File: src/shared/epir_pkg.sv
// Package: register map, field positions and reset values of the pin request block
package epir_pkg;
   // ----------------------------------------------------------------
   // Register map
   // ----------------------------------------------------------------
   localparam logic [11:0] EPIR_OFS_STATUS_CONTROL = 12'h000;
   localparam int          EPIR_REG_WIDTH          = 8;
   // ----------------------------------------------------------------
   // Field positions
   // ----------------------------------------------------------------
   localparam int EPIR_BIT_PULL_DEVICE_DISABLE      = 6;
   localparam int EPIR_BIT_POLARITY_SELECT          = 5;
   localparam int EPIR_BIT_PIN_FUNCTION_ENABLE      = 4;
   localparam int EPIR_BIT_REQUEST_FLAG             = 3;
   localparam int EPIR_BIT_REQUEST_ACKNOWLEDGE      = 2;
   localparam int EPIR_BIT_REQUEST_INTERRUPT_ENABLE = 1;
   localparam int EPIR_BIT_DETECTION_MODE_SELECT    = 0;
   // ----------------------------------------------------------------
   // Reset values
   // ----------------------------------------------------------------
   localparam logic [7:0] EPIR_RESET_CONTROL = 8'h00;
   localparam int         EPIR_SYNC_STAGES   = 2;
   // AHB encodings
   localparam logic [1:0] EPIR_HTRANS_NONSEQ = 2'h2;
   localparam logic [1:0] EPIR_HTRANS_SEQ    = 2'h3;
endpackage : epir_pkg

File: src/shared/epir_cfg_if.sv
// Interface: configuration and status between bus slave and pin detector
`timescale 1ns/1ps
interface epir_cfg_if;
   logic pull_device_disable;
   logic polarity_select;
   logic pin_function_enable;
   logic detection_mode_select;
   logic ack_pulse;
   logic request_flag;
   modport regs (
      output pull_device_disable,
      output polarity_select,
      output pin_function_enable,
      output detection_mode_select,
      output ack_pulse,
      input  request_flag
   );
   modport det (
      input  pull_device_disable,
      input  polarity_select,
      input  pin_function_enable,
      input  detection_mode_select,
      input  ack_pulse,
      output request_flag
   );
endinterface : epir_cfg_if

File: src/rtl/epir_sync.sv
// Two-stage synchroniser for the interrupt pin
`timescale 1ns/1ps
module epir_sync #(
   parameter int STAGES = 2
) (
   input  wire logic clk,
   input  wire logic rstn,
   input  wire logic d,
   output logic      q
);
   logic [STAGES-1:0] chain;
   logic [STAGES-1:0] next_chain;

   always_comb begin
      next_chain = {chain[STAGES-2:0], d};
   end

   // Reset value is high: idle level of a pulled-up pin
   always_ff @(posedge clk) begin
      if (!rstn) begin
         chain <= '1;
      end else begin
         chain <= next_chain;
      end
   end

   assign q = chain[STAGES-1];
endmodule : epir_sync

File: src/rtl/epir_detect.sv
// Edge and level detector with the request flag
`timescale 1ns/1ps
module epir_detect (
   input  wire logic clk,
   input  wire logic rstn,
   input  wire logic pin_sync,
   epir_cfg_if.det   cfg
);
   logic prev;
   logic flag;
   logic next_prev;
   logic next_flag;
   logic active_lvl;
   logic edge_hit;
   logic event_hit;

   always_comb begin
      active_lvl = (pin_sync == cfg.polarity_select);
      edge_hit   = (prev != pin_sync) && active_lvl;
      event_hit  = cfg.pin_function_enable
                   && (edge_hit || (cfg.detection_mode_select && active_lvl));
      next_prev  = pin_sync;
      next_flag  = flag;
      if (!cfg.pin_function_enable) begin
         next_flag = 1'b0;
      end else if (event_hit) begin
         // Event ahead of acknowledge: an asserted level survives the clear
         next_flag = 1'b1;
      end else if (cfg.ack_pulse) begin
         next_flag = 1'b0;
      end
   end

   always_ff @(posedge clk) begin
      if (!rstn) begin
         prev <= 1'b1;
         flag <= 1'b0;
      end else begin
         prev <= next_prev;
         flag <= next_flag;
      end
   end

   assign cfg.request_flag = flag;

   // ----------------------------------------------------------------
   // Assertions
   // ----------------------------------------------------------------
   property p_level_holds;
      @(posedge clk) disable iff (!rstn)
         (cfg.pin_function_enable && cfg.detection_mode_select && active_lvl)
         |=> flag;
   endproperty
   a_level_holds: assert property (p_level_holds)
      else $error("flag cleared while level asserted");

   property p_edge_sets;
      @(posedge clk) disable iff (!rstn)
         (cfg.pin_function_enable && $changed(pin_sync)
          && pin_sync == cfg.polarity_select) |=> flag;
   endproperty
   a_edge_sets: assert property (p_edge_sets)
      else $error("active edge did not set flag");

   property p_ack_clears;
      @(posedge clk) disable iff (!rstn)
         (cfg.ack_pulse && !event_hit) |=> !flag;
   endproperty
   a_ack_clears: assert property (p_ack_clears)
      else $error("acknowledge did not clear flag");

   property p_no_spurious;
      @(posedge clk) disable iff (!rstn)
         (!flag && !event_hit) |=> !flag;
   endproperty
   a_no_spurious: assert property (p_no_spurious)
      else $error("flag set without event");

   property p_disabled;
      @(posedge clk) disable iff (!rstn)
         !cfg.pin_function_enable |=> !flag;
   endproperty
   a_disabled: assert property (p_disabled)
      else $error("flag set while pin disabled");

   property p_inactive_edge;
      @(posedge clk) disable iff (!rstn)
         (!flag && !cfg.detection_mode_select && $changed(pin_sync)
          && pin_sync != cfg.polarity_select) |=> !flag;
   endproperty
   a_inactive_edge: assert property (p_inactive_edge)
      else $error("wrong polarity edge set flag");
endmodule : epir_detect

File: src/rtl/epir_top.sv
// Top: AHB-Lite slave and pin request status and control register
// Operation
// - With pin enabled, pull device off when disable bit is one, else on.
// - Polarity bit zero selects falling/low; one selects rising/high.
// - Pin-enable bit, readable and writable, gates the whole request function.
// - Read-only flag sets on a qualifying pin event, reads pending state.
// - Writing one to acknowledge clears the flag; acknowledge reads zero.
// - In edge-and-level mode acknowledge cannot clear while level is asserted.
// - Interrupt output follows the flag when interrupt enable is one.
// - Mode bit zero is edge-only; one adds active level detection.
`timescale 1ns/1ps
module epir_top (
   input  wire logic        CLK,
   input  wire logic        RSTN,
   input  wire logic        HSEL,
   input  wire logic [11:0] HADDR,
   input  wire logic [1:0]  HTRANS,
   input  wire logic        HWRITE,
   input  wire logic [2:0]  HSIZE,
   input  wire logic [31:0] HWDATA,
   input  wire logic        HREADY,
   output logic [31:0]      HRDATA,
   output logic             HREADYOUT,
   output logic             HRESP,
   input  wire logic        IRQ_PIN,
   output logic             PULL_ENABLE,
   output logic             PULL_DOWN,
   output logic             IRQ_REQUEST
);
   // ----------------------------------------------------------------
   // Bus address phase capture
   // ----------------------------------------------------------------
   logic       wr_pend;
   logic       next_wr_pend;
   logic       hit_phase;
   logic [7:0] ctrl;
   logic [7:0] next_ctrl;
   logic       ack_pulse;
   logic [31:0] next_rdata;
   logic       pin_sync;

   epir_cfg_if cfg ();

   always_comb begin
      hit_phase = HSEL && HREADY && (HTRANS == epir_pkg::EPIR_HTRANS_NONSEQ
                  || HTRANS == epir_pkg::EPIR_HTRANS_SEQ)
                  && (HADDR[11:2] == epir_pkg::EPIR_OFS_STATUS_CONTROL[11:2]);
      next_wr_pend = hit_phase && HWRITE;
      next_rdata = 32'h0000_0000;
      if (hit_phase && !HWRITE) begin
         // Acknowledge bit always reads zero
         next_rdata[7:0] = ctrl;
         next_rdata[epir_pkg::EPIR_BIT_REQUEST_FLAG] = cfg.request_flag;
      end
   end

   // ----------------------------------------------------------------
   // Control register
   // ----------------------------------------------------------------
   always_comb begin
      next_ctrl = ctrl;
      ack_pulse = 1'b0;
      if (wr_pend) begin
         next_ctrl = HWDATA[7:0];
         // Flag and acknowledge are not stored here
         next_ctrl[epir_pkg::EPIR_BIT_REQUEST_FLAG]        = 1'b0;
         next_ctrl[epir_pkg::EPIR_BIT_REQUEST_ACKNOWLEDGE] = 1'b0;
         next_ctrl[7] = 1'b0;
         ack_pulse = HWDATA[epir_pkg::EPIR_BIT_REQUEST_ACKNOWLEDGE];
      end
   end

   always_ff @(posedge CLK) begin
      if (!RSTN) begin
         wr_pend <= 1'b0;
         ctrl    <= epir_pkg::EPIR_RESET_CONTROL;
         HRDATA  <= 32'h0000_0000;
      end else begin
         wr_pend <= next_wr_pend;
         ctrl    <= next_ctrl;
         HRDATA  <= next_rdata;
      end
   end

   // Zero wait states; every access answers OKAY
   assign HREADYOUT = 1'b1;
   assign HRESP     = 1'b0;

   assign cfg.pull_device_disable   = ctrl[epir_pkg::EPIR_BIT_PULL_DEVICE_DISABLE];
   assign cfg.polarity_select       = ctrl[epir_pkg::EPIR_BIT_POLARITY_SELECT];
   assign cfg.pin_function_enable   = ctrl[epir_pkg::EPIR_BIT_PIN_FUNCTION_ENABLE];
   assign cfg.detection_mode_select = ctrl[epir_pkg::EPIR_BIT_DETECTION_MODE_SELECT];
   assign cfg.ack_pulse             = ack_pulse;

   // ----------------------------------------------------------------
   // Pin path
   // ----------------------------------------------------------------
   epir_sync #(
      .STAGES (epir_pkg::EPIR_SYNC_STAGES)
   ) u_sync (
      .clk  (CLK),
      .rstn (RSTN),
      .d    (IRQ_PIN),
      .q    (pin_sync)
   );

   epir_detect u_detect (
      .clk      (CLK),
      .rstn     (RSTN),
      .pin_sync (pin_sync),
      .cfg      (cfg.det)
   );

   // Pull device only while the pin function owns the pin
   assign PULL_ENABLE = cfg.pin_function_enable && !cfg.pull_device_disable;
   assign PULL_DOWN   = PULL_ENABLE && cfg.polarity_select;
   assign IRQ_REQUEST = cfg.request_flag
                        && ctrl[epir_pkg::EPIR_BIT_REQUEST_INTERRUPT_ENABLE];

   // ----------------------------------------------------------------
   // Assertions
   // ----------------------------------------------------------------
   property p_irq_follows;
      @(posedge CLK) disable iff (!RSTN)
         IRQ_REQUEST == (cfg.request_flag
                         && ctrl[epir_pkg::EPIR_BIT_REQUEST_INTERRUPT_ENABLE]);
   endproperty
   a_irq_follows: assert property (p_irq_follows)
      else $error("interrupt request not tied to flag");

   property p_pull;
      @(posedge CLK) disable iff (!RSTN)
         (wr_pend && HWDATA[epir_pkg::EPIR_BIT_PIN_FUNCTION_ENABLE]
          && !HWDATA[epir_pkg::EPIR_BIT_PULL_DEVICE_DISABLE])
         |=> PULL_ENABLE && (PULL_DOWN == $past(HWDATA[epir_pkg::EPIR_BIT_POLARITY_SELECT]));
   endproperty
   a_pull: assert property (p_pull)
      else $error("pull device not configured as written");

   property p_pull_off;
      @(posedge CLK) disable iff (!RSTN)
         (wr_pend && HWDATA[epir_pkg::EPIR_BIT_PULL_DEVICE_DISABLE]) |=> !PULL_ENABLE;
   endproperty
   a_pull_off: assert property (p_pull_off)
      else $error("pull device on while disabled");

   property p_ack_reads_zero;
      @(posedge CLK) disable iff (!RSTN)
         1'b1 |=> !HRDATA[epir_pkg::EPIR_BIT_REQUEST_ACKNOWLEDGE] && HRDATA[31:8] == 24'h000000;
   endproperty
   a_ack_reads_zero: assert property (p_ack_reads_zero)
      else $error("acknowledge bit read as one");
endmodule : epir_top

File: config.mk
export PLATFORM = sky130hd
export DESIGN_NAME = epir_top
export DESIGN_NICKNAME = d
export VERILOG_FILES = /design/src/shared/epir_pkg.sv /design/src/shared/epir_cfg_if.sv /design/src/rtl/epir_sync.sv /design/src/rtl/epir_detect.sv /design/src/rtl/epir_top.sv
export SDC_FILE = /design/constraint.sdc
export NUM_CORES = 1
export LEC_CHECK = 0
export ABC_AREA = 1
export ABC_CLOCK_PERIOD_IN_PS = 800
export CAP_MARGIN = 20
export CORE_UTILIZATION = 53
export DETAILED_ROUTE_END_ITERATION = 10
export DONT_BUFFER_PORTS = 1
export MAX_ROUTING_LAYER = met4
export PLACE_DENSITY = 0.68
export SETUP_SLACK_MARGIN = 0.4
export SYNTH_ARGS = -nofsm -noshare
export SYNTH_HDL_FRONTEND = slang
export SYNTH_SLANG_ARGS = --single-unit
File: constraint.sdc
create_clock -name CLK -period 0.8 [get_ports CLK]
set_input_delay 0 -clock CLK [delete_from_list [all_inputs] [get_ports CLK]]
set_output_delay 0 -clock CLK [all_outputs]
set_load 0.02 [all_outputs]
==> results of run 1 <==
[path summary, 6_finish.rpt]
kind                   startpoint                         to  cells past startpoint
setup / recovery          ctrl[6]                  PULL_DOWN                      1
hold / removal               RSTN                    ctrl[6]                      2
setup reg to reg          ctrl[5]  u_detect.cfg.request_flag                      6
hold reg to reg   u_sync.chain[0]            u_sync.chain[1]                      1
[worst register-to-register path: stages, from the launching register on]
cell	delay, ns
dfxtp_2	0.34
buf_4	0.11
nor2_2	0.03
o21ai_1	0.07
nand3_1	0.08
nand2_1	0.06
inv_1	0.03
[layout by cell type, fill, tap and decap left out, drive strengths merged]
master,instances
buf,3
conb,28
nor3,1
dfxtp,16
o21ai,6
clkbuf,4
nand3,3
nand2,12
or2,3
inv,14
nor2,17
a21oi,5
[sequential cells by signal (all words and copies together) (netlist names)]
name	cells
HRDATA	6
ctrl	5
u_detect.cfg.request_flag	1
u_detect.prev	1
u_sync.chain	2
wr_pend	1
[cells in the mapped netlist]
cell type | number | share of area
buf_4 | 28 | 0.26
dfxtp_1 | 16 | 0.40
nor2_1 | 14 | 0.065
nand2_1 | 12 | 0.056
inv_1 | 11 | 0.051
o21ai_0 | 6 | 0.037
a21oi_1 | 5 | 0.031
or2_2 | 3 | 0.023
conb_1 | 2 | 0.0093
nand3_1 | 2 | 0.012
nor2_2 | 2 | 0.016
clkinv_1 | 1 | 0.0046
inv_2 | 1 | 0.0046
nand3_2 | 1 | 0.012
nor2_4 | 1 | 0.014
nor3_1 | 1 | 0.0062
[layout make-up]
cell class / instances / share of cell area
timing repair buffer: 3 / 0.0290
sequential: 16 / 0.396
clock buffer: 4 / 0.0290
tap: 15 / 0.0207
timing repair inverter: 1 / 0.00692
inverter: 13 / 0.0678
multi-input combinational: 75 / 0.451
[metrics by stage]
stage	TNS (ns)	total power, W	instance area, µm²
after floorplan	0	0.00107	946
after global placement	0	0.000971	754
after detailed placement	0	0.000972	754
after CTS	-0.241	0.00137	852
after global routing	-0.364	0.00143	905
final	-0.211	0.00136	905
[repair_timing]
action | 4_1_cts | 5_1_grt
hold endpoints to repair | 16 | 14
pin swaps | 10 | 3
endpoints found under the setup margin | 23 | 23
setup buffers | 2 | 1
gates resized for setup | 26 | 14
cloned | 1 | 0
[power breakdown]
part / leakage [nW] / switching (W) / internal, W
clock network: 0.0150 / 0.000228 / 0.000193
registers: 0.138 / 0.00000301 / 0.000775
logic: 0.233 / 0.000136 / 0.0000257
total: 0.386 / 0.000367 / 0.000994
[routing by layer]
metal,routed length [µm],up-vias,part of all wire
met3,154,5,0.13
met2,646,49,0.53
met5,0,-,0
met1,398,250,0.32
met4,28,0,0.023
li1,-,280,-
[logic make-up (layout without fill, tap and decap cells)]
logic type | Yosys count | in the layout | synth area share
buf+inv | 41 | 21 | 0.321
simple gates | 36 | 36 | 0.205
flops | 16 | 16 | 0.397
compound gates | 11 | 11 | 0.0682
other cells | 2 | 28 | 0.00931
==> flow_summary_export.csv, run 1 <==
group,metric,value,unit
placed_design,hpwlAfterDp,888,µm
pwr,vdd_drop_max,0.979,mV
sta,rsz0062_at_grt,"yes",
finish,antennaDiodeCount,0,
cts,clk_path_buf_depth,2,
finish,fin_nets,168,
placed_design,placed_cells,119,
drt,first_pass_iters,4,
drt,vias,584,
logic_synthesis,ys.warnings.count,0,
global_route,met2_usage,0.289,
cts,cts_buffers,3,
sta,fin_ws,-0.159,ns
drt,drc_errors,0,
placed_design,port_buffers,0,
cts,cts_max_level,1,
sta,period_share,1.20,
logic_synthesis,synth_area,807,µm²
drt,routed_wl,1230,µm
sta,clock.fmax,1040,MHz
global_route,grt_use_met1,0.174,
worst_setup_path,cp_top_family,"flip-flops",
worst_setup_path,slowest_delay,0.37,ns
drt,postRouteAntennaNets,0,
global_route,grt_max_degree,10,
global_route,grt_pass1_vias,441,
floorplanning,coreArea,1370,µm²
cts,cts-root-buf,"clkbuf_4",
global_route,grt_first_pass_wirelength,1750,µm
floorplanning,rows,13,
drt,viasPerCell,4.60,
cts,numClockSinks,16,
sta,fin_hold_ws,-0.192,ns
worst_setup_path,cp_cell_sequence,"nor3_4",
finish,area_delta_synth_final,12.1,%
pwr,power_density,1500,nW/µm²
sta,period_minus_slack,0.959,ns
logic_synthesis,synth_seq_area_share,0.397,
job,cap_violations,0,
cts,cts.reportedPaths.clkPinSlew,0.09,ns
sta,setup_viol,3,
placed_design,gp_congestion,0.637,
cts,cts_tree,"yes",
floorplanning,start_util,0.591,
global_route,use_met3,0.0543,
worst_setup_path,ff2ff_setup_slack,-0.02,ns
finish,fin_cells,127,
global_route,grt_overflow,0,
cts,clock_latency,0.28,ns
worst_setup_path,cp_max_fo,3,
sta,final_hold_viol_count,14,
pwr,p_leak,0.386,nW
logic_synthesis,syn_inst,106,
global_route,track_usage,0.176,
worst_setup_path,path_class,"reg -> out",
floorplanning,io_pins,92,
finish,drive_gt1_frac,0.482,
finish,ff_latch_area,358,µm²
placed_design,place_ws,0.0601,ns
sta,clock_skew,0.00391,ns
drt,wl_per_cell,9.66,µm
worst_setup_path,crit_path_end_kind,"output pin",
floorplanning,dieHeight,41.0,µm
logic_synthesis,synth-seq-cells,16,
worst_setup_path,required,0.80,ns
logic_synthesis,syn_avg_cell_area,7.61,µm²
worst_setup_path,critPathBufInv,0,
outcome,failed_checks,"negative hold slack, negative setup slack",
finish,multi_input_area,408,µm²
outcome,outcome,"complete, but fails checks",
finish,fillers,115,
floorplanning,die-area,1680,µm²
worst_setup_path,cp_slowest_cell,"dfxtp_4",
worst_setup_path,cp.arrival,0.96,ns
finish,final_util,0.662,
global_route,grt.busiest_layer,"met2",
floorplanning,die_x,41.0,µm
drt,dr.first_iter.drc_count,5,
logic_synthesis,synth_cell_types,16,
hold_path,hold_class,"in -> reg",
sta,slew_violations,0,
global_route,antenna_found_initial,0,
worst_setup_path,startpoint_type,"flip-flop",
Power figures use the tool's default switching activity.
==> run 2: changes to the inputs <==
--- a/config.mk
+++ b/config.mk
@@ -5,7 +5,6 @@
 export SDC_FILE = /design/constraint.sdc
 export NUM_CORES = 1
 export LEC_CHECK = 0
-export ABC_AREA = 1
 export ABC_CLOCK_PERIOD_IN_PS = 800
 export CAP_MARGIN = 20
 export CORE_UTILIZATION = 53
==> run 2 against run 1 <==
- the run still ends with negative hold slack, negative setup slack left
- wire length down 5.5%
- first-iteration DRC count down 80%
- die area up 0.44%
- hold slack worse by 0.048 ns
- cell count down 17%
- clock skew up 0.0030 ns
- sequential cell count unchanged
- global-route usage down 2.1 points
- clock-buffer cell count unchanged
==> flow_summary_export.csv, run 2 <==
group,metric,value,unit
outcome,outcome,"complete, but fails checks",
outcome,failed_checks,"negative hold slack, negative setup slack",
global_route,grt_max_degree,11,
drt,drt-met1-wl,422,µm
worst_setup_path,worst_r2r_endpoint,"ctrl[0]",
sta,fin_hold_ws,-0.240,ns
logic_synthesis,ys.flop_type,"dfxtp_1",
cts,cts.reportedPaths.clkPinSlew,0.09,ns
logic_synthesis,ys.warnings.count,0,
logic_synthesis,synth_cell_types,20,
worst_setup_path,path_class,"reg -> out",
cts,cts_buffers,3,
finish,layout_common_cells,"conb_1, dfxtp_4, nor3b_2, dfxtp_2",
finish,largest_register_ffs,6,
logic_synthesis,synth-seq-cells,16,
logic_synthesis,synthArstFlopShare,0,
drt,dr.first_iter.drc_count,1,
logic_synthesis,synth_seq_area_share,0.395,
logic_synthesis,synth_top_area_frac,0.395,
global_route,track_usage,0.155,
finish,antennaDiodeCount,0,
logic_synthesis,synth_area_leaders,"dfxtp_1, buf_4, mux2i_1",
cts,clk_path_buf_depth,2,
placed_design,place_ws,-0.0632,ns
cts,numClockSinks,16,
logic_synthesis,yosysMostFrequentCell,"buf_4",
floorplanning,die-area,1690,µm²
finish,ff_latch_area,358,µm²
drt,vias,499,
floorplanning,io_pins,92,
drt,wl_per_cell,10.9,µm
pwr,power_density,1550,nW/µm²
finish,area_delta_synth_final,14.5,%
worst_setup_path,worst_setup_path_startpoint,"ctrl[4]",
worst_setup_path,crit_path_end_kind,"output pin",
placed_design,port_buffers,0,
sta,clock.fmax,1080,MHz
finish,final_area,928,µm²
job,cap_violations,0,
logic_synthesis,syn_avg_cell_area,9.65,µm²
worst_setup_path,ff2ff_setup_slack,-0.03,ns
sta,rsz0062_at_grt,"yes",
drt,routed_wl,1160,µm
worst_setup_path,slowest_delay,0.34,ns
floorplanning,coreArea,1370,µm²
global_route,grt_pass1_vias,376,
logic_synthesis,synth_area,811,µm²
drt,wl_met3,144,µm
logic_synthesis,synth_edf_count,0,
pwr,vdd_drop_max,1.27,mV
sta,period_minus_slack,0.927,ns
sta,final_hold_viol_count,16,
drt,drc_errors,0,
sta,slew_violations,0,
worst_setup_path,required,0.80,ns
sta,setup_viol,6,
logic_synthesis,syn_inst,84,
pwr,p_total,0.00144,W
floorplanning,die_x,41.1,µm
worst_setup_path,worst-r2r-cell-count,3,
finish,drive_gt1_frac,0.429,
sta,period_share,1.16,
global_route,antenna_found_initial,0,
placed_design,gp_congestion,0.650,
drt,dr.max_layer_used,"met4",
floorplanning,dieHeight,41.1,µm
cts,cts-root-buf,"clkbuf_4",
worst_setup_path,startpoint_type,"flip-flop",
pwr,p_leak,0.372,nW
cts,cts_max_level,1,
global_route,grt_first_pass_wirelength,1520,µm
sta,clock_skew,0.00695,ns
worst_setup_path,r2r_start,"wr_pend",
finish,reg_top3,"HRDATA: 6 flops, ctrl: 5 flops, u_sync.chain: 2 flops",
drt,dr_wl_met2,579,µm
finish,multi_input_area,452,µm²
hold_path,hold_class,"in -> reg",
floorplanning,start_util,0.593,
drt,first_pass_iters,2,
placed_design,hpwlAfterDp,890,µm
worst_setup_path,cp_max_fo,2,
finish,fin_nets,147,
sta,fin_ws,-0.127,ns
sta,fin_tns_setup,-0.285,ns
finish,layout_commonest_cell,"conb_1",
worst_setup_path,cp_slowest_cell,"dfxtp_2",
drt,viasPerCell,4.71,
global_route,grt_overflow,0,
logic_synthesis,synth_common_cells,"buf_4, dfxtp_1, nor2b_1, nor3b_1, mux2i_1",
worst_setup_path,cp_cell_sequence,"nor2b_4 > and2_4",
finish,fillers,109,
cts,cts_tree,"yes",
floorplanning,rows,13,
placed_design,place_area,769,µm²
worst_setup_path,cp-endpoint,"PULL_DOWN",
finish,largest_register,"HRDATA",
cts,clock_latency,0.28,ns
worst_setup_path,cp.arrival,0.93,ns
drt,postRouteAntennaNets,0,
logic_synthesis,yosys.area.top_type,"dfxtp_1",
run 2: cell count changes after synthesis, sizes merged, moves of 6 or more:
cell and delta:
nor2b +6, nand2 -9, nor2 -14, nor3b +6, inv -11
run 2: per-layer routing:
metal | vias up | track usage
li1 | 229 | -
met1 | 223 | 0.156
met2 | 45 | 0.234
met3 | 2 | 0.0978
met4 | 0 | 0.0726
met5 | - | -
run 2: area by class of cell:
cell class	instances	area share
Multi-Input combinational cell	64	0.487
Timing Repair Buffer	6	0.0647
Tap cell	15	0.0202
Clock buffer	4	0.0391
Inverter	1	0.00404
Sequential cell	16	0.385
run 2: how the worst min path moves through the flow:
stage / end / from / slack (ns) / cells past startpoint
after floorplan: HRDATA[0] / HWRITE / 0.08 / 1
after global placement: HRDATA[0] / HWRITE / 0.08 / 1
after detailed placement: HRDATA[1] / HWRITE / 0.08 / 1
after CTS: HRDATA[1] / HWRITE / -0.25 / 1
after global routing: HRDATA[0] / HWRITE / -0.26 / 1
final: HRDATA[3] / HWRITE / -0.24 / 1
run 2: cells by family (layout without fill, tap and decap cells):
group | after synthesis | in the layout | synth area share
buffers and inverters | 30 | 11 | 0.269
AOI/OAI and AO/OA | 2 | 2 | 0.0139
other | 2 | 28 | 0.00926
and+or+nand+nor | 29 | 29 | 0.252
muxes | 5 | 5 | 0.0617
DFF | 16 | 16 | 0.395
run 2: power by group:
part           switching [W]  internal, W
Clock               0.000241     0.000277
Sequential        0.00000345     0.000775
Combinational       0.000125    0.0000197
Total               0.000369      0.00107
run 2: per-stage QoR:
step           instances  utilization
2_1_floorplan        110            -
3_3_place_gp         100        0.563
3_5_place_dp         100        0.563
4_1_cts              106        0.672
5_1_grt              106        0.679
6_report             106        0.679
run 2: timing repair:
item / 4_1_cts / 5_1_grt
endpoints found under the setup margin: 24 / 24
hold endpoints to repair: 16 / 16
setup buffers: 2 / 0
pin swaps: 0 / 4
gates resized for setup: 34 / 3
run 2: critical path, delay by kind of cell (launching register included):
kind / cells / cell delay (ns)
DFF: 1 / 0.34
and+or+nand+nor: 2 / 0.30
